File: config.mk
export PLATFORM = sky130hd
export DESIGN_NAME = csi_core
export DESIGN_NICKNAME = d
export VERILOG_FILES = /design/src/hdl/csi_pkg.sv /design/src/hdl/csi_stack_if.sv /design/src/hdl/csi_stack_mem.sv /design/src/hdl/csi_core.sv
export SDC_FILE = /design/constraint.sdc
export NUM_CORES = 1
export LEC_CHECK = 0
export ABC_CLOCK_PERIOD_IN_PS = 7300
export BUFFER_PORTS_ARGS = -buffer_cell sky130_fd_sc_hd__buf_4
export CAP_MARGIN = 20
export CORE_MARGIN = 4
export CORE_UTILIZATION = 44
export DETAILED_ROUTE_END_ITERATION = 6
export SLEW_MARGIN = 20
export SYNTH_ARGS = -nofsm -noshare
export SYNTH_HDL_FRONTEND = slang
export SYNTH_SLANG_ARGS = --single-unit
File: constraint.sdc
create_clock -name core_clk_i -period 7.3 [get_ports core_clk_i]
set_input_delay 1.095 -clock core_clk_i [delete_from_list [all_inputs] [get_ports core_clk_i]]
set_output_delay 1.095 -clock core_clk_i [all_outputs]
set_load 0.01 [all_outputs]
File: src/hdl/csi_pkg.sv
package csi_pkg;
    // ---------------------------------------------------------------
    // register map (byte addresses)
    // ---------------------------------------------------------------
    localparam logic [7:0] ADDR_STACK_POINTER = 8'h00;
    localparam logic [7:0] ADDR_STACK_TOP_LOW = 8'h04;
    localparam logic [7:0] ADDR_STACK_TOP_HIGH = 8'h08;
    localparam logic [7:0] ADDR_CONTROL = 8'h0C;
    localparam logic [7:0] ADDR_POWER_CONTROL = 8'h10;
    localparam logic [7:0] ADDR_PTR0 = 8'h14;
    localparam logic [7:0] ADDR_PTR1 = 8'h18;
    // ---------------------------------------------------------------
    // sizes and reset values
    // ---------------------------------------------------------------
    localparam int STACK_DEPTH = 16;
    localparam int PC_W = 15;
    localparam int SP_W = 5;
    localparam logic [4:0] SP_RESET = 5'h1F;
    localparam logic [15:0] PTR_RESET = 16'h0000;
    // ---------------------------------------------------------------
    // indirect address map
    // ---------------------------------------------------------------
    localparam logic [15:0] TRAD_LAST = 16'h0FFF;
    localparam logic [15:0] LIN_BASE = 16'h2000;
    localparam logic [15:0] LIN_LAST = 16'h29AF;
    localparam int LIN_BLOCK = 80;
    localparam logic [6:0] LIN_BANK_OFS = 7'h20;
    localparam logic [11:0] PORT0_ADDR = 12'h000;
    localparam logic [11:0] PORT1_ADDR = 12'h001;
    localparam int FLASH_BIT = 15;
    localparam int FLASH_EXTRA_CYCLES = 1;
    // ---------------------------------------------------------------
    // power control bits and access state
    // ---------------------------------------------------------------
    localparam int POWER_CONTROL_REG_OVF_BIT = 7;
    localparam int POWER_CONTROL_REG_UNF_BIT = 6;
    typedef enum logic [1:0] {
        IA_IDLE = 2'b00,
        IA_FLASH = 2'b01,
        IA_DONE = 2'b10
    } csi_ia_state_t;
endpackage

File: src/hdl/csi_stack_if.sv
`timescale 1ns/1ns
`default_nettype none
interface csi_stack_if;
    logic we;
    logic [3:0] waddr;
    logic [14:0] wdata;
    logic [3:0] raddr;
    logic [14:0] rdata;
    modport owner (output we, output waddr, output wdata, output raddr, input rdata);
    modport mem (input we, input waddr, input wdata, input raddr, output rdata);
endinterface
`default_nettype wire

File: src/hdl/csi_stack_mem.sv
`timescale 1ns/1ns
`default_nettype none
module csi_stack_mem #(
    parameter int DEPTH = 16,
    parameter int WIDTH = 15
) (
    input wire logic core_clk_i,
    csi_stack_if.mem bus
);
    logic [WIDTH-1:0] mem_reg [DEPTH];
    // ---------------------------------------------------------------
    // storage, registered read
    // ---------------------------------------------------------------
    always_ff @(posedge core_clk_i) begin
        if (bus.we) begin
            mem_reg[bus.waddr] <= bus.wdata;
        end
        bus.rdata <= (bus.we && bus.waddr == bus.raddr) ? bus.wdata : mem_reg[bus.raddr];
    end
endmodule
`default_nettype wire

File: src/hdl/csi_core.sv
`timescale 1ns/1ns
`default_nettype none
module csi_core
    import csi_pkg::*;
#(
    parameter int DEPTH = csi_pkg::STACK_DEPTH
) (
    input wire logic core_clk_i,
    input wire logic rst_n_i,
    input wire logic [5:0] s_axi_awaddr_i,
    input wire logic s_axi_awvalid_i,
    output logic s_axi_awready_o,
    input wire logic [31:0] s_axi_wdata_i,
    input wire logic [3:0] s_axi_wstrb_i,
    input wire logic s_axi_wvalid_i,
    output logic s_axi_wready_o,
    output logic [1:0] s_axi_bresp_o,
    output logic s_axi_bvalid_o,
    input wire logic s_axi_bready_i,
    input wire logic [5:0] s_axi_araddr_i,
    input wire logic s_axi_arvalid_i,
    output logic s_axi_arready_o,
    output logic [31:0] s_axi_rdata_o,
    output logic [1:0] s_axi_rresp_o,
    output logic s_axi_rvalid_o,
    input wire logic s_axi_rready_i,
    input wire logic push_i,
    input wire logic pop_i,
    input wire logic [14:0] pc_i,
    output logic [14:0] return_pc_o,
    output logic stack_fault_reset_o,
    input wire logic ia_req_i,
    input wire logic ia_sel_i,
    input wire logic ia_write_i,
    input wire logic [7:0] ia_wdata_i,
    output logic ia_done_o,
    output logic [7:0] ia_rdata_o,
    output logic data_we_o,
    output logic data_re_o,
    output logic [11:0] data_addr_o,
    output logic [7:0] data_wdata_o,
    input wire logic [7:0] data_rdata_i,
    input wire logic data_hit_i,
    output logic flash_re_o,
    output logic [14:0] flash_addr_o,
    input wire logic [13:0] flash_rdata_i
);
    import csi_pkg::*;
    csi_stack_if stk ();
    logic [4:0] stack_pointer_reg;
    logic stack_fault_reset_enable;
    logic [7:0] power_control_reg;
    logic [15:0] ptr0_reg;
    logic [15:0] ptr1_reg;
    logic aw_held_reg, w_held_reg;
    logic [5:0] awaddr_reg;
    logic [31:0] wdata_reg;
    logic [3:0] wstrb_reg;
    logic wr_fire, rd_pend_reg;
    logic [5:0] araddr_reg;
    logic sp_empty, push_ovf, pop_unf;
    logic [14:0] stack_top;
    logic [14:0] top_wr_value;
    logic top_wr;
    csi_ia_state_t ia_state_reg;
    logic [15:0] ia_ptr;
    logic [11:0] lin_mapped;
    logic [15:0] lin_off;
    logic [6:0] lin_bank;
    logic [6:0] lin_mod;
    logic ia_is_flash, ia_is_trad, ia_is_lin, ia_is_port, ia_valid;
    logic [11:0] ia_data_addr;
    logic ia_flash_reg, ia_rd_ok_reg;
    assign wr_fire = aw_held_reg && w_held_reg && !s_axi_bvalid_o;
    // ---------------------------------------------------------------
    // stack memory
    // ---------------------------------------------------------------
    csi_stack_mem #(.DEPTH(DEPTH), .WIDTH(PC_W)) u_mem (
        .core_clk_i(core_clk_i),
        .bus(stk)
    );
    assign sp_empty = stack_pointer_reg == SP_RESET;
    assign push_ovf = push_i && stack_pointer_reg == 5'(DEPTH - 1);
    assign pop_unf = pop_i && !push_i && (stack_pointer_reg == 5'h00 || sp_empty);
    assign stack_top = (stack_fault_reset_enable && sp_empty) ? 15'h0000 : stk.rdata;
    assign top_wr = wr_fire && (awaddr_reg == ADDR_STACK_TOP_LOW[5:0] || awaddr_reg == ADDR_STACK_TOP_HIGH[5:0]);
    always_comb begin
        top_wr_value = stk.rdata;
        if (awaddr_reg == ADDR_STACK_TOP_LOW[5:0] && wstrb_reg[0]) begin
            top_wr_value[7:0] = wdata_reg[7:0];
        end
        if (awaddr_reg == ADDR_STACK_TOP_HIGH[5:0] && wstrb_reg[0]) begin
            top_wr_value[14:8] = wdata_reg[6:0];
        end
    end
    // write port: push stores pc at incremented pointer, software writes at pointer
    always_comb begin
        stk.we = 1'b0;
        stk.waddr = stack_pointer_reg[3:0];
        stk.wdata = top_wr_value;
        if (push_i) begin
            stk.we = 1'b1;
            stk.waddr = 4'(stack_pointer_reg + 5'h01);
            stk.wdata = pc_i;
        end else if (top_wr && !sp_empty) begin
            stk.we = 1'b1;
        end
    end
    // read address follows next pointer so top-of-stack is ready one edge later
    always_comb begin
        stk.raddr = stack_pointer_reg[3:0];
        if (push_i) begin
            stk.raddr = 4'(stack_pointer_reg + 5'h01);
        end else if (pop_i) begin
            stk.raddr = 4'(stack_pointer_reg - 5'h01);
        end else if (wr_fire && awaddr_reg == ADDR_STACK_POINTER[5:0] && wstrb_reg[0]) begin
            stk.raddr = wdata_reg[3:0];
        end
    end
    // ---------------------------------------------------------------
    // stack pointer
    // ---------------------------------------------------------------
    always_ff @(posedge core_clk_i or negedge rst_n_i) begin
        if (!rst_n_i) begin
            stack_pointer_reg <= SP_RESET;
        end else if (stack_fault_reset_enable && (push_ovf || pop_unf)) begin
            stack_pointer_reg <= SP_RESET;
        end else if (push_i) begin
            stack_pointer_reg <= push_ovf ? 5'h00 : 5'(stack_pointer_reg + 5'h01);
        end else if (pop_i) begin
            stack_pointer_reg <= (stack_pointer_reg == 5'h00) ? SP_RESET : 5'(stack_pointer_reg - 5'h01);
        end else if (wr_fire && awaddr_reg == ADDR_STACK_POINTER[5:0] && wstrb_reg[0]) begin
            stack_pointer_reg <= wdata_reg[SP_W-1:0];
        end
    end
    always_ff @(posedge core_clk_i or negedge rst_n_i) begin
        if (!rst_n_i) begin
            return_pc_o <= 15'h0000;
        end else if (pop_i && !push_i) begin
            return_pc_o <= stack_top;
        end
    end
    always_ff @(posedge core_clk_i or negedge rst_n_i) begin
        if (!rst_n_i) begin
            stack_fault_reset_o <= 1'b0;
        end else begin
            stack_fault_reset_o <= stack_fault_reset_enable && (push_ovf || pop_unf);
        end
    end
    // ---------------------------------------------------------------
    // control and power control
    // ---------------------------------------------------------------
    always_ff @(posedge core_clk_i or negedge rst_n_i) begin
        if (!rst_n_i) begin
            stack_fault_reset_enable <= 1'b0;
        end else if (wr_fire && awaddr_reg == ADDR_CONTROL[5:0] && wstrb_reg[0]) begin
            stack_fault_reset_enable <= wdata_reg[0];
        end
    end
    always_ff @(posedge core_clk_i or negedge rst_n_i) begin
        if (!rst_n_i) begin
            power_control_reg <= 8'h00;
        end else begin
            if (wr_fire && awaddr_reg == ADDR_POWER_CONTROL[5:0] && wstrb_reg[0]) begin
                power_control_reg <= power_control_reg & wdata_reg[7:0];
            end
            if (push_ovf) begin
                power_control_reg[POWER_CONTROL_REG_OVF_BIT] <= 1'b1;
            end
            if (pop_unf) begin
                power_control_reg[POWER_CONTROL_REG_UNF_BIT] <= 1'b1;
            end
        end
    end
    // ---------------------------------------------------------------
    // file-select pointers
    // ---------------------------------------------------------------
    always_ff @(posedge core_clk_i or negedge rst_n_i) begin
        if (!rst_n_i) begin
            ptr0_reg <= PTR_RESET;
            ptr1_reg <= PTR_RESET;
        end else if (wr_fire) begin
            if (awaddr_reg == ADDR_PTR0[5:0]) begin
                if (wstrb_reg[0]) ptr0_reg[7:0] <= wdata_reg[7:0];
                if (wstrb_reg[1]) ptr0_reg[15:8] <= wdata_reg[15:8];
            end
            if (awaddr_reg == ADDR_PTR1[5:0]) begin
                if (wstrb_reg[0]) ptr1_reg[7:0] <= wdata_reg[7:0];
                if (wstrb_reg[1]) ptr1_reg[15:8] <= wdata_reg[15:8];
            end
        end
    end
    // ---------------------------------------------------------------
    // indirect address decode
    // ---------------------------------------------------------------
    assign ia_ptr = ia_sel_i ? ptr1_reg : ptr0_reg;
    assign lin_off = 16'(ia_ptr - LIN_BASE);
    assign lin_bank = 7'(lin_off / 16'(LIN_BLOCK));
    assign lin_mod = 7'(lin_off % 16'(LIN_BLOCK));
    assign lin_mapped = {lin_bank[4:0], 7'(LIN_BANK_OFS + lin_mod)};
    assign ia_is_flash = ia_ptr[FLASH_BIT];
    assign ia_is_trad = !ia_is_flash && ia_ptr <= TRAD_LAST;
    assign ia_is_lin = !ia_is_flash && ia_ptr >= LIN_BASE && ia_ptr <= LIN_LAST;
    assign ia_data_addr = ia_is_lin ? lin_mapped : ia_ptr[11:0];
    assign ia_is_port = ia_is_trad && (ia_ptr[6:0] == PORT0_ADDR[6:0] || ia_ptr[6:0] == PORT1_ADDR[6:0]);
    assign ia_valid = (ia_is_trad || ia_is_lin) && !ia_is_port;
    always_ff @(posedge core_clk_i or negedge rst_n_i) begin
        if (!rst_n_i) begin
            ia_state_reg <= IA_IDLE;
            ia_flash_reg <= 1'b0;
            ia_rd_ok_reg <= 1'b0;
            ia_done_o <= 1'b0;
            ia_rdata_o <= 8'h00;
            data_we_o <= 1'b0;
            data_re_o <= 1'b0;
            data_addr_o <= 12'h000;
            data_wdata_o <= 8'h00;
            flash_re_o <= 1'b0;
            flash_addr_o <= 15'h0000;
        end else begin
            ia_done_o <= 1'b0;
            data_we_o <= 1'b0;
            data_re_o <= 1'b0;
            flash_re_o <= 1'b0;
            case (ia_state_reg)
                IA_IDLE: begin
                    if (ia_req_i && ia_is_flash) begin
                        flash_re_o <= !ia_write_i;
                        ia_flash_reg <= 1'b1;
                        ia_rd_ok_reg <= !ia_write_i;
                        flash_addr_o <= ia_ptr[14:0];
                        ia_state_reg <= IA_FLASH;
                    end else if (ia_req_i) begin
                        data_addr_o <= ia_data_addr;
                        data_we_o <= ia_write_i && ia_valid;
                        data_re_o <= !ia_write_i && ia_valid;
                        data_wdata_o <= ia_wdata_i;
                        ia_flash_reg <= 1'b0;
                        ia_rd_ok_reg <= !ia_write_i && ia_valid;
                        ia_state_reg <= IA_DONE;
                    end
                end
                IA_FLASH: begin
                    ia_state_reg <= IA_DONE;
                end
                IA_DONE: begin
                    ia_done_o <= 1'b1;
                    if (ia_flash_reg) begin
                        ia_rdata_o <= ia_rd_ok_reg ? flash_rdata_i[7:0] : 8'h00;
                    end else begin
                        ia_rdata_o <= (ia_rd_ok_reg && data_hit_i) ? data_rdata_i : 8'h00;
                    end
                    ia_state_reg <= IA_IDLE;
                end
                default: begin
                    ia_state_reg <= IA_IDLE;
                end
            endcase
        end
    end
    // ---------------------------------------------------------------
    // axi4-lite write channel
    // ---------------------------------------------------------------
    always_ff @(posedge core_clk_i or negedge rst_n_i) begin
        if (!rst_n_i) begin
            aw_held_reg <= 1'b0;
            w_held_reg <= 1'b0;
            awaddr_reg <= 6'h00;
            wdata_reg <= 32'h00000000;
            wstrb_reg <= 4'h0;
            s_axi_awready_o <= 1'b1;
            s_axi_wready_o <= 1'b1;
            s_axi_bvalid_o <= 1'b0;
            s_axi_bresp_o <= 2'b00;
        end else begin
            if (s_axi_awvalid_i && s_axi_awready_o) begin
                aw_held_reg <= 1'b1;
                awaddr_reg <= {s_axi_awaddr_i[5:2], 2'b00};
                s_axi_awready_o <= 1'b0;
            end
            if (s_axi_wvalid_i && s_axi_wready_o) begin
                w_held_reg <= 1'b1;
                wdata_reg <= s_axi_wdata_i;
                wstrb_reg <= s_axi_wstrb_i;
                s_axi_wready_o <= 1'b0;
            end
            if (wr_fire) begin
                aw_held_reg <= 1'b0;
                w_held_reg <= 1'b0;
                s_axi_bvalid_o <= 1'b1;
                s_axi_bresp_o <= (awaddr_reg > ADDR_PTR1[5:0]) ? 2'b10 : 2'b00;
            end
            if (s_axi_bvalid_o && s_axi_bready_i) begin
                s_axi_bvalid_o <= 1'b0;
                s_axi_awready_o <= 1'b1;
                s_axi_wready_o <= 1'b1;
            end
        end
    end
    // ---------------------------------------------------------------
    // axi4-lite read channel
    // ---------------------------------------------------------------
    always_ff @(posedge core_clk_i or negedge rst_n_i) begin
        if (!rst_n_i) begin
            rd_pend_reg <= 1'b0;
            araddr_reg <= 6'h00;
            s_axi_arready_o <= 1'b1;
            s_axi_rvalid_o <= 1'b0;
            s_axi_rdata_o <= 32'h00000000;
            s_axi_rresp_o <= 2'b00;
        end else begin
            rd_pend_reg <= 1'b0;
            if (s_axi_arvalid_i && s_axi_arready_o) begin
                araddr_reg <= {s_axi_araddr_i[5:2], 2'b00};
                rd_pend_reg <= 1'b1;
                s_axi_arready_o <= 1'b0;
            end
            if (rd_pend_reg) begin
                s_axi_rvalid_o <= 1'b1;
                s_axi_rresp_o <= 2'b00;
                case (araddr_reg)
                    ADDR_STACK_POINTER[5:0]: s_axi_rdata_o <= {27'h0, stack_pointer_reg};
                    ADDR_STACK_TOP_LOW[5:0]: s_axi_rdata_o <= {24'h0, stack_top[7:0]};
                    ADDR_STACK_TOP_HIGH[5:0]: s_axi_rdata_o <= {25'h0, stack_top[14:8]};
                    ADDR_CONTROL[5:0]: s_axi_rdata_o <= {31'h0, stack_fault_reset_enable};
                    ADDR_POWER_CONTROL[5:0]: s_axi_rdata_o <= {24'h0, power_control_reg};
                    ADDR_PTR0[5:0]: s_axi_rdata_o <= {16'h0, ptr0_reg};
                    ADDR_PTR1[5:0]: s_axi_rdata_o <= {16'h0, ptr1_reg};
                    default: begin
                        s_axi_rdata_o <= 32'h00000000;
                        s_axi_rresp_o <= 2'b10;
                    end
                endcase
            end
            if (s_axi_rvalid_o && s_axi_rready_i) begin
                s_axi_rvalid_o <= 1'b0;
                s_axi_arready_o <= 1'b1;
            end
        end
    end
endmodule
`default_nettype wire

Yosys cells after proc, flatten, opt, wreduce, memory -nomap -nowiden. Memory sizes are Yosys's and may differ from the RTL's. A register that Yosys moved wholly into a read port is not among the register bits. Cells that the tools add are included.

Word-level logic and storage cells: 194. Output and inout port bits: 104. Flip-flop bits (word level): 183. Memories kept: 1. RAM bits: 240. Bits in latches: 0. Bits of input ports: 106. Memory bits (read-only): 0.

Memories: u_mem.mem_reg (depth 16, width 15, rd ports 1, clocked after memory_dff 1, wr ports 1, RTL line csi_stack_mem.sv:10) `logic [WIDTH-1:0] mem_reg [DEPTH];`.

Shift-type cells: 0. Div/mod/pow operators: 2. Bitwise gates (word level): 2. Mux-type cells: 60. Order comparisons: 4. Multiply operators: 0. Eq/ne operators: 18. Reduce and logical (&&, ||, !) cells: 66. Add/sub/neg operators: 4.

Operator list (number): $pmux W16 S7 (1); $mux W8 (5); $mux W1 (34); $logic_and A1 B1 Y1 (31); $mux W15 (2); $mux W5 (6); $eq A4 B3 Y1 const B (6); $reduce_bool A2 Y1 (10); $div A16 B7 Y16 const B (1); $eq A4 B2 Y1 const B (4); $ge A16 B14 Y1 const B (1); $le A16 B12 Y1 const B (1); $le A16 B14 Y1 const B (1); $mod A16 B7 Y16 const B (1); $mux W16 (1); $mux W4 (4); $sub A16 B14 Y16 const B (1); $reduce_and A3 Y1 (5); $logic_not A6 Y1 (2); $mux W12 (1); $and A8 B8 Y8 (1); $eq A4 B1 Y1 const B (2); $mux W2 (4); $add A6 B7 Y7 const A (1); 20 further kinds (30).

Depth between registers and ports, before layout. Gate-level depths: netlist (run 1).

Depth in word-level cells: 10. Gate-level depth with buffers: 29. Depth with buffers taken out: 22.

Hierarchy. From an unflattened synthesis (run 1), not the netlist that was laid out.

Cells, all modules: 1429. Area, all modules: 19162.1 µm².

By module, submodules not included: csi_core (area an instance 9935.8 µm², times used 1, cells an instance 1034, sequential area each 4139.0 µm²); csi_stack_mem (area an instance 9226.3 µm², times used 1, cells an instance 395, sequential area each 7287.0 µm²).

Worst setup path before layout (run 1). OpenSTA, ideal clock, no wires.

Path kind: input port to flip-flop. From: input port ia_sel_i. To: register data_addr_o[5]. Buffers on the path: 6. Setup time: 0.087 ns. Slack: -0.281 ns. Arrival: 7.494 ns. Stages on the path: 27. Data required time: 7.213 ns. Cell sequence: buf_6 buf_6 buf_2 buf_1 mux2i_1 ha_1 clkbuf_1 nor4b_1 o2bb2ai_1 nand4_2 a211oi_4 nor2_1 a32oi_2 o2111a_1 buf_6 mux2i_4 o2111ai_2 a221oi_2 mux2i_1 or4_1 o21a_1 nor4_4 mux2_2 a21oi_1 nor2_1 or3_1 o211ai_1.

Word-level cells in the longest chain between the ends: 5. Elaborated cells between the ends (all ways): 13. Classes of those cells: add/sub (2); div (1); order compare (2); mux (2); bitwise (1); reduce/logical (5).

RTL lines: start, declared (RTL line csi_core.sv:33) `input wire logic ia_sel_i,`; $mux W16 * (RTL line csi_core.sv:196) `assign ia_ptr = ia_sel_i ? ptr1_reg : ptr0_reg;`; $sub A16 B14 Y16, or another cell as far along (RTL line csi_core.sv:197) `assign lin_off = 16'(ia_ptr - LIN_BASE);`; $mod A16 B7 Y16 or $logic_and A1 B1 Y1 (tied branches) (RTL line csi_core.sv:199, csi_core.sv:203); $add A6 B7 Y7 or $logic_and A1 B1 Y1 (tied branches) (RTL line csi_core.sv:200, csi_core.sv:203); $mux W12 (RTL line csi_core.sv:204) `assign ia_data_addr = ia_is_lin ? lin_mapped : ia_ptr[11:0];`; end signal, assigned (RTL line csi_core.sv:234) `data_addr_o <= ia_data_addr;`; end, declared (RTL line csi_core.sv:40) `output logic [11:0] data_addr_o,`.

Mark *: on every way between the ends. The rest lies on a longest branch, timed or not. A chain may end at the register's enable or synchronous reset.

Worst setup path in the final report (run 1).
From: input port ia_sel_i. To: register data_addr_o[6].

Same word-level chain as after synthesis.

==> impl_metrics.csv, run 1 <==
group,metric,value,unit
status,outcome,"finished clean",
floorplan,num_rows,76,
setup_path,cp_top_family,"compound AO/OA/AOI/OAI gates",
setup_path,critPathLaunchType,"primary input",
sta,min_period,6.73,ns
floorplan,ioPinCount,210,
routing,vias_per_cell,5.81,
global_route,grt-ovfl-total,0,
routing,initialDrtViolationCount,1134,
global_route,grt_pass1_wl,81.5,mm
global_route,antenna_found_initial,0,
synth,synthTopCellsByCount,"edfxtp_1, dfrtp_1, nand2_1",
floorplan,die_area,0.0474,mm2
setup_path,arrival,7.19,ns
routing,dr_total_vias,13200,
routing,dr.pass1.iters,7,
synth,ys_types,100,
synth,synth_edf_count,240,
setup_path,cp_max_fo,7,
sta,final_max_slew_viol_count,0,
synth,syn_area,0.0193,mm2
synth,synth_seq_area_share,59.1,%
clock_network,ctsResizeCount,0,
floorplan,start_util,44.7,%
layout,drive_above_1_share,29.4,%
setup_path,critPathSlowestCell,"or4_1",
placement,routabilityCongestion,0.939,
synth,synth_top_area_share,37.3,%
setup_path,path_depth,25,
floorplan,die_h,218,um
sta,rsz0062_at_grt,"false",
layout,area_growth,19.1,%
setup_path,crit_required,7.76,ns
layout,regArea,0.0114,mm2
synth,async_flop_share,40.3,%
clock_network,hold_buffers,0,
setup_path,reg2reg_depth,24,
layout,nets,1760,
sta,period_share,92.2,%
clock_network,clockRootBuffer,"clkbuf_16",
synth,ys_seq_elements,409,
sta,worstMarginPinSlew,1.05,ns
layout,multiInputGateArea,0.00745,mm2
synth,ys_warn_count,0,
synth,synth_most_common_cell,"edfxtp_1",
layout,num-fill-cells,3663,
clock_network,cts.htree.levels,2,
floorplan,die_w,218,um
sta,timing.fmax,149,MHz
sta,setup_viol,0,
placement,portBuffers,163,
sta,finalSetupTns,0,ns
clock_network,cts_num_sinks,409,
min_path,hp-class,"flop to flop",
global_route,track_usage,22.5,%
sta,hold_viol_final,0,
routing,drt-wirelength-per-cell,23.6,um
routing,wl,53.5,mm
synth,yosys-top-cells-area,"edfxtp_1, dfrtp_1, mux4_2",
synth,postSynthCellCount,1443,
setup_path,crit_buf_inv,4,
global_route,grt_pass1_vias,13300,
setup_path,end_kind,"flop",
routing,drc,0,
flow_run,maxCapViolations,0,
clock_network,post_cts_buffers,0,
clock_network,clk_pin_slew,0.06,ns
synth,postSynthAreaPerCell,13.4,um2
clock_network,tritoncts,"yes",
placement,place_area,0.0215,mm2
layout,diodes,0,
global_route,grt_max_degree,97,
setup_path,max_stage_delay,0.58,ns
clock_network,numCtsBuffers,45,
placement,hpwlAfterDp,36.1,mm
synth,synth_area_leader_cell,"edfxtp_1",
synth,synth_flop_cell,"edfxtp_1",
sta,finalClockSkew,0.0180,ns
setup_path,path_class,"primary input to flop",
floorplan,core_area,0.0433,mm2
layout,design_area,0.0230,mm2
layout,largest_reg_flops,240,
sta,maxSlewHeadroom,29.9,%
setup_path,cp_common_cell,"buf_4",
clock_network,clk_latency,0.59,ns
min_path,hold_depth,1,
routing,ant_nets,0,
clock_network,clock_path_buffers,3,
cell families after synthesis:
logic type	Yosys count	share of synthesized area [%]
other	1	0.0194
and+or+nand+nor	358	8.71
AOI/OAI and AO/OA	345	12.6
DFF	409	59.1
muxes	192	15.4
buffers and inverters	115	2.74
xor gates and xnor gates	16	1.00
adders and majority gates	7	0.427
final timing paths:
check                                 from         endpoint  slack, ns
setup reg to reg              ptr0_reg[13]   data_addr_o[6]       0.76
max in group asynchronous          rst_n_i   data_addr_o[3]       5.19
hold reg to reg            ia_state_reg[1]  ia_state_reg[1]       0.46
setup / recovery                  ia_sel_i   data_addr_o[6]       0.57
hold / removal             ia_state_reg[1]  ia_state_reg[1]       0.46
min in group asynchronous          rst_n_i    ia_rdata_o[5]       0.60
placed cells by master, fill, tap and decap left out, types with 8 or more instances in the layout:
| cell type | instances |
|---|---|
| a31oi_1 | 13 |
| mux2_2 | 68 |
| o21ai_1 | 8 |
| o21ai_0 | 97 |
| conb_1 | 18 |
| a21oi_1 | 40 |
| nand4_1 | 10 |
| a221oi_1 | 10 |
| o2bb2ai_1 | 17 |
| mux2i_1 | 45 |
| nand3_1 | 27 |
| nor3_1 | 28 |
| inv_1 | 20 |
| o21a_1 | 12 |
| o31ai_1 | 11 |
| mux4_2 | 75 |
| clkinv_2 | 13 |
| clkbuf_16 | 45 |
| nor2_1 | 84 |
| edfxtp_1 | 240 |
| o211ai_1 | 12 |
| a22o_1 | 20 |
| buf_4 | 235 |
| nand2_1 | 136 |
| dfrtp_1 | 157 |
| a22oi_1 | 22 |
| dfstp_2 | 8 |
| xnor2_1 | 9 |
layer usage:
| layer | GRT usage, % | part of all wire [%] | vias up |
|---|---|---|---|
| met5 | 0 | 0 | - |
| met4 | 7.59 | 3.1 | 0 |
| met3 | 3.68 | 6.0 | 93 |
| met2 | 38.1 | 50 | 420 |
| met1 | 29.6 | 41 | 6675 |
| li1 | - | - | 6011 |
cell type report:
cell class | count | area share (%)
flip-flops and latches | 409 | 49.6
clock buffers | 54 | 5.12
repair buffers | 236 | 7.71
multi-input cells | 936 | 32.4
well taps | 585 | 3.18
inverters | 21 | 0.342
clock inverters | 30 | 1.64
worst register-to-register path, stage by stage, from the launching register on:
cell and delay, ns:
dfrtp_1 0.46, mux2_2 0.21, inv_1 0.05, ha_1 0.29, buf_4 0.21, or3b_1 0.38
mux2i_1 0.25, a311oi_1 0.08, a221o_1 0.42, and2_1 0.25, a31oi_1 0.19, o2111a_1 0.33
mux2i_4 0.29, o2111ai_2 0.22, a221oi_2 0.38, mux2i_1 0.17, or4_1 0.58, o21a_1 0.24
nor4_4 0.25, buf_4 0.18, and2_1 0.28, o21ai_1 0.13, a32oi_1 0.20, o211ai_1 0.15
a31o_1 0.23
metrics by stage:
step / std cells / setup WS, ns / util, % / hold slack, ns
4_1_cts: 2271 / 0.689 / 53.2 / 0.459
6_report: 2271 / 0.569 / 53.2 / 0.459
5_1_grt: 2271 / 0.204 / 53.2 / 0.483
3_5_place_dp: 2187 / 0.106 / 49.6 / 0.451
3_3_place_gp: 2187 / 0.124 / 49.6 / 0.440
2_1_floorplan: 1460 / 0.00742 / - / 0.426
Power of run 1 is left out: the tool's default activity adds up to more than one toggle a clock period on the data nets, which glitch-free logic cannot reach.
==> run 2, diff against run 1 <==
RECOVER_POWER = 100   (was not set)
==> run 2 against run 1 <==
  * Highest routed layer unchanged
  * Global-route usage stayed put
  * Critical path depth stayed put
  * The flow now finishes with violations (max-capacitance violations, max-slew violations)
  * Clock skew is 0.00067 ns higher
  * Die area stayed put
  * Maximum frequency is 0.32% lower
  * Clock-buffer cell count stayed put
  * Worst hold slack worse by 0.00076 ns
==> impl_metrics.csv, run 2 (synthesis gave the netlist of run 1 again) <==
group,metric,value,unit
layout,area_growth,16.7,%
layout,largest_reg_flops,240,
layout,drive_above_1_share,21.7,%
layout,multiInputGateArea,0.00745,mm2
floorplan,die_area,0.0474,mm2
sta,rsz0062_at_grt,"false",
min_path,min_to,"ia_state_reg[1]",
sta,hold_viol_final,0,
setup_path,cp_max_fo,7,
placement,hpwlAfterDp,36.1,mm
clock_network,hold_buffers,0,
setup_path,arrival,7.21,ns
placement,routabilityCongestion,0.939,
sta,finalSetupTns,0,ns
setup_path,r2r-start,"ptr0_reg[13]",
routing,ant_nets,0,
floorplan,ioPinCount,210,
clock_network,cts.htree.levels,2,
routing,initialDrtViolationCount,1100,
setup_path,cp_common_cell,"buf_4",
routing,dr_total_vias,13200,
sta,final_max_slew_viol_count,208,
global_route,track_usage,22.5,%
routing,drc,0,
clock_network,tritoncts,"yes",
floorplan,start_util,44.7,%
sta,worstMarginPinSlew,5.08,ns
sta,min_period,6.75,ns
sta,setup_viol,0,
setup_path,path_class,"primary input to flop",
setup_path,reg2reg_depth,24,
status,outcome,"complete, but fails checks",
floorplan,die_w,218,um
status,violations,"max-capacitance violations, max-slew violations",
sta,maxSlewHeadroom,-239,%
setup_path,critPathLaunchType,"primary input",
global_route,grt_pass1_vias,13300,
setup_path,crit_start,"ia_sel_i",
setup_path,r2r_slack,0.74,ns
clock_network,cts_num_sinks,409,
min_path,hold_depth,1,
setup_path,max_stage_delay,0.58,ns
layout,layout.cells.non_filler,2271,
flow_run,maxCapViolations,3,
global_route,grt-ovfl-total,0,
sta,finalClockSkew,0.0186,ns
setup_path,critPathSlowestCell,"or4_1",
global_route,grt_max_degree,97,
clock_network,post_cts_buffers,0,
sta,timing.fmax,148,MHz
clock_network,clockRootBuffer,"clkbuf_16",
routing,wl,53.6,mm
clock_network,numCtsBuffers,45,
layout,final_cell_mix,"edfxtp_1, dfrtp_1, nand2_1, clkbuf_1, buf_4",
clock_network,ctsResizeCount,0,
layout,regArea,0.0114,mm2
min_path,min_from,"ia_state_reg[1]",
setup_path,end_kind,"flop",
global_route,antenna_found_initial,0,
global_route,grt_pass1_wl,81.5,mm
layout,num-fill-cells,3798,
clock_network,clk_latency,0.59,ns
placement,portBuffers,163,
placement,dp.cells,2187,
floorplan,core_area,0.0433,mm2
routing,drt-wirelength-per-cell,23.6,um
sta,period_share,92.5,%
layout,layout_commonest_cell,"edfxtp_1",
floorplan,die_h,218,um
routing,vias_per_cell,5.80,
routing,dr.pass1.iters,5,
layout,nets,1760,
min_path,hp-class,"flop to flop",
setup_path,crit_required,7.76,ns
clock_network,clock_path_buffers,3,
clock_network,clk_pin_slew,0.06,ns
layout,diodes,0,
setup_path,r2r_end,"data_addr_o[6]",
floorplan,num_rows,76,
==> run 2: cell count changes in the layout (fill, tap and decap cells not counted), sizes merged <==
cell,delta
buf,-125
clkbuf,+125
==> run 2: through the flow <==
| stage | hold WS (ns) | worst slack [ns] | cell area (um2) | utilization (%) |
|---|---|---|---|---|
| final | 0.458 | 0.547 | 22600 | 52.1 |
| after global routing | 0.483 | 0.120 | 22600 | 52.1 |
| after CTS | 0.459 | 0.689 | 23000 | 53.2 |
| after detailed placement | 0.451 | 0.106 | 21500 | 49.6 |
| after global placement | 0.440 | 0.124 | 21500 | 49.6 |
| after floorplan | 0.426 | 0.00742 | 19400 | - |
==> run 2: final cells by class <==
cell class / count / share of cell area [%]
Sequential cell: 409 / 50.7
Multi-Input combinational cell: 936 / 33.0
Timing Repair Buffer: 236 / 5.79
Clock buffer: 54 / 5.23
Tap cell: 585 / 3.25
Clock inverter: 30 / 1.67
Inverter: 21 / 0.350
==> run 2: critical path: cells and delay by family <==
family	cells	cell delay (ns)
and+or+nand+nor	7	2.28
muxes	4	0.97
buffers and inverters	4	0.56
adders and majority gates	1	0.29
AOI/OAI and AO/OA	9	2.01
==> run 2: metal layers <==
layer / GRT usage, % / vias up / wire length, um
li1: - / 6013 / -
met1: 29.6 / 6651 / 22100
met2: 38.1 / 425 / 26800
met3: 3.68 / 93 / 3110
met4: 7.59 / 0 / 1640
met5: 0 / - / 0
==> run 2: how the worst max path moves through the flow <==
stage                     end  slack, ns  cells past startpoint
4_1_cts        data_addr_o[6]       0.69                     25
2_1_floorplan  data_addr_o[5]      0.007                     27
6_report       data_addr_o[6]       0.55                     25
3_3_place_gp   data_addr_o[6]       0.12                     25
3_5_place_dp   data_addr_o[6]       0.11                     25
5_1_grt        data_addr_o[6]       0.12                     23
Power of run 2 is left out for the same reason.
==> run 3, diff against run 2 <==
REMOVE_ABC_BUFFERS = 1   (was not set)
==> run 3 against run 2 <==
  * Wire length is 0.85% lower
  * The flow still finishes with violations (max-capacitance violations, max-slew violations)
  * Worst setup slack worse by 0.039 ns
  * First-iteration DRC count shrank 9.0%
  * Largest cell class unchanged
  * Highest routed layer unchanged
==> impl_metrics.csv, run 3 (synthesis gave the netlist of run 1 again) <==
group,metric,value,unit
floorplan,die_w,218,um
placement,hpwlAfterDp,35.6,mm
sta,rsz0062_at_grt,"false",
sta,final_max_slew_viol_count,252,
routing,drt-wirelength-per-cell,23.4,um
floorplan,die_h,218,um
global_route,antenna_found_initial,0,
routing,ant_nets,0,
setup_path,crit_buf_inv,3,
setup_path,cp_top_family,"compound AO/OA/AOI/OAI gates",
layout,layout.cells.non_filler,2273,
placement,place_area,0.0215,mm2
layout,area_growth,16.8,%
placement,dp.cells,2190,
routing,dr_total_vias,13200,
floorplan,num_rows,76,
sta,period_share,93.0,%
routing,vias_per_cell,5.79,
setup_path,cp_max_fo,6,
global_route,grt_pass1_wl,80.3,mm
min_path,hp-class,"flop to flop",
sta,setup_viol,0,
setup_path,arrival,7.28,ns
clock_network,clk_latency,0.58,ns
layout,design_area,0.0226,mm2
placement,portBuffers,163,
global_route,grt_pass1_vias,13200,
floorplan,core_area,0.0433,mm2
clock_network,ctsResizeCount,0,
setup_path,max_stage_delay,0.57,ns
layout,layout_commonest_cell,"edfxtp_1",
setup_path,critPathSlowestCell,"a221oi_1",
layout,drive_above_1_share,21.6,%
clock_network,hold_buffers,0,
sta,finalClockSkew,0.0144,ns
layout,final_cell_mix,"edfxtp_1, dfrtp_1, nand2_1, clkbuf_1, buf_4",
global_route,grt_max_degree,98,
floorplan,ioPinCount,210,
routing,initialDrtViolationCount,1001,
clock_network,numCtsBuffers,45,
floorplan,die_area,0.0474,mm2
routing,dr.pass1.iters,5,
setup_path,crit_required,7.79,ns
routing,drc,0,
status,outcome,"complete, but fails checks",
clock_network,tritoncts,"yes",
sta,hold_viol_final,0,
clock_network,clock_path_buffers,3,
clock_network,cts.htree.levels,2,
sta,timing.fmax,147,MHz
layout,nets,1763,
global_route,grt-ovfl-total,0,
sta,whs,0.457,ns
clock_network,cts_num_sinks,409,
setup_path,path_cells,"buf_4, mux2_2, inv_1, ha_1, xor2_1, a221oi_1, a211o_1, a221o_1, and2_1, a31oi_1, o2111a_1, buf_4, a22oi_2, o2111ai_1, a221oi_2, mux2i_1, or4_1, o21a_1, nor4_4, mux2_2, a21oi_1, nor2_1, or3_1, o211ai_1",
placement,dpl_worst_slack,0.0578,ns
clock_network,clockRootBuffer,"clkbuf_16",
clock_network,clk_pin_slew,0.06,ns
floorplan,start_util,44.7,%
flow_run,maxCapViolations,7,
sta,maxSlewHeadroom,-248,%
sta,fin_ws,0.508,ns
sta,worstMarginPinSlew,5.23,ns
placement,routabilityCongestion,0.915,
status,violations,"max-capacitance violations, max-slew violations",
setup_path,end_kind,"flop",
layout,largest_reg_flops,240,
setup_path,path_class,"primary input to flop",
sta,min_period,6.79,ns
global_route,track_usage,22.1,%
clock_network,post_cts_buffers,0,
routing,wl,53.1,mm
setup_path,critPathLaunchType,"primary input",
run 3: changes by cell type in the layout (fill, tap and decap cells not counted), moves of 2 or more:
cell,previous run,this run
clkinv_1,5,3
clkinv_2,13,5
clkbuf_8,2,7
or2_1,2,4
or2_0,2,0
buf_4,111,116
run 3: worst paths after layout:
path                            startpoint              end  slack, ns  cells after the start
max                               ia_sel_i   data_addr_o[5]       0.51                     24
min in group asynchronous          rst_n_i    ia_rdata_o[7]       2.43                      1
min                        ia_state_reg[1]  ia_state_reg[1]       0.46                      1
min reg2reg                ia_state_reg[1]  ia_state_reg[1]       0.46                      1
max in group asynchronous          rst_n_i      ptr1_reg[9]       1.25                      2
max reg2reg                   ptr1_reg[13]   data_addr_o[5]       0.76                     23
run 3: final cells by class:
class	count	area [um2]
Sequential cell	409	11400
Tap cell	585	732
Inverter	21	78.8
Timing Repair Buffer	239	1340
Fill cell	3799	20700
Multi-Input combinational cell	936	7420
Clock inverter	19	314
Clock buffer	63	1260
Antenna cell	1	2.50
run 3: worst reg2reg max path, cell delays in order, from the launching register on:
cell and delay [ns]:
dfrtp_1 0.45, mux2_2 0.31, inv_1 0.08, ha_1 0.31
xor2_1 0.15, a221oi_1 0.57, a211o_1 0.18, a221o_1 0.26
and2_1 0.28, a31oi_1 0.13, o2111a_1 0.30, buf_4 0.18
a22oi_2 0.22, o2111ai_1 0.28, a221oi_2 0.40, mux2i_1 0.18
or4_1 0.57, o21a_1 0.24, nor4_4 0.25, mux2_2 0.39
a21oi_1 0.21, nor2_1 0.09, or3_1 0.35, o211ai_1 0.09
run 3: metrics by stage:
step           TNS [ns]  utilization, %
2_1_floorplan   -0.0397               -
3_3_place_gp          0            49.6
3_5_place_dp          0            49.7
4_1_cts               0            53.3
5_1_grt               0            52.2
6_report              0            52.2
run 3: metal layers:
layer,vias to the layer above,global-route usage [%],part of all wire [%]
met5,-,0,0
met4,0,6.64,2.7
met3,88,3.72,5.9
met2,396,36.9,49
met1,6648,29.9,42
li1,6020,-,-
Power of run 3 is left out for the same reason.
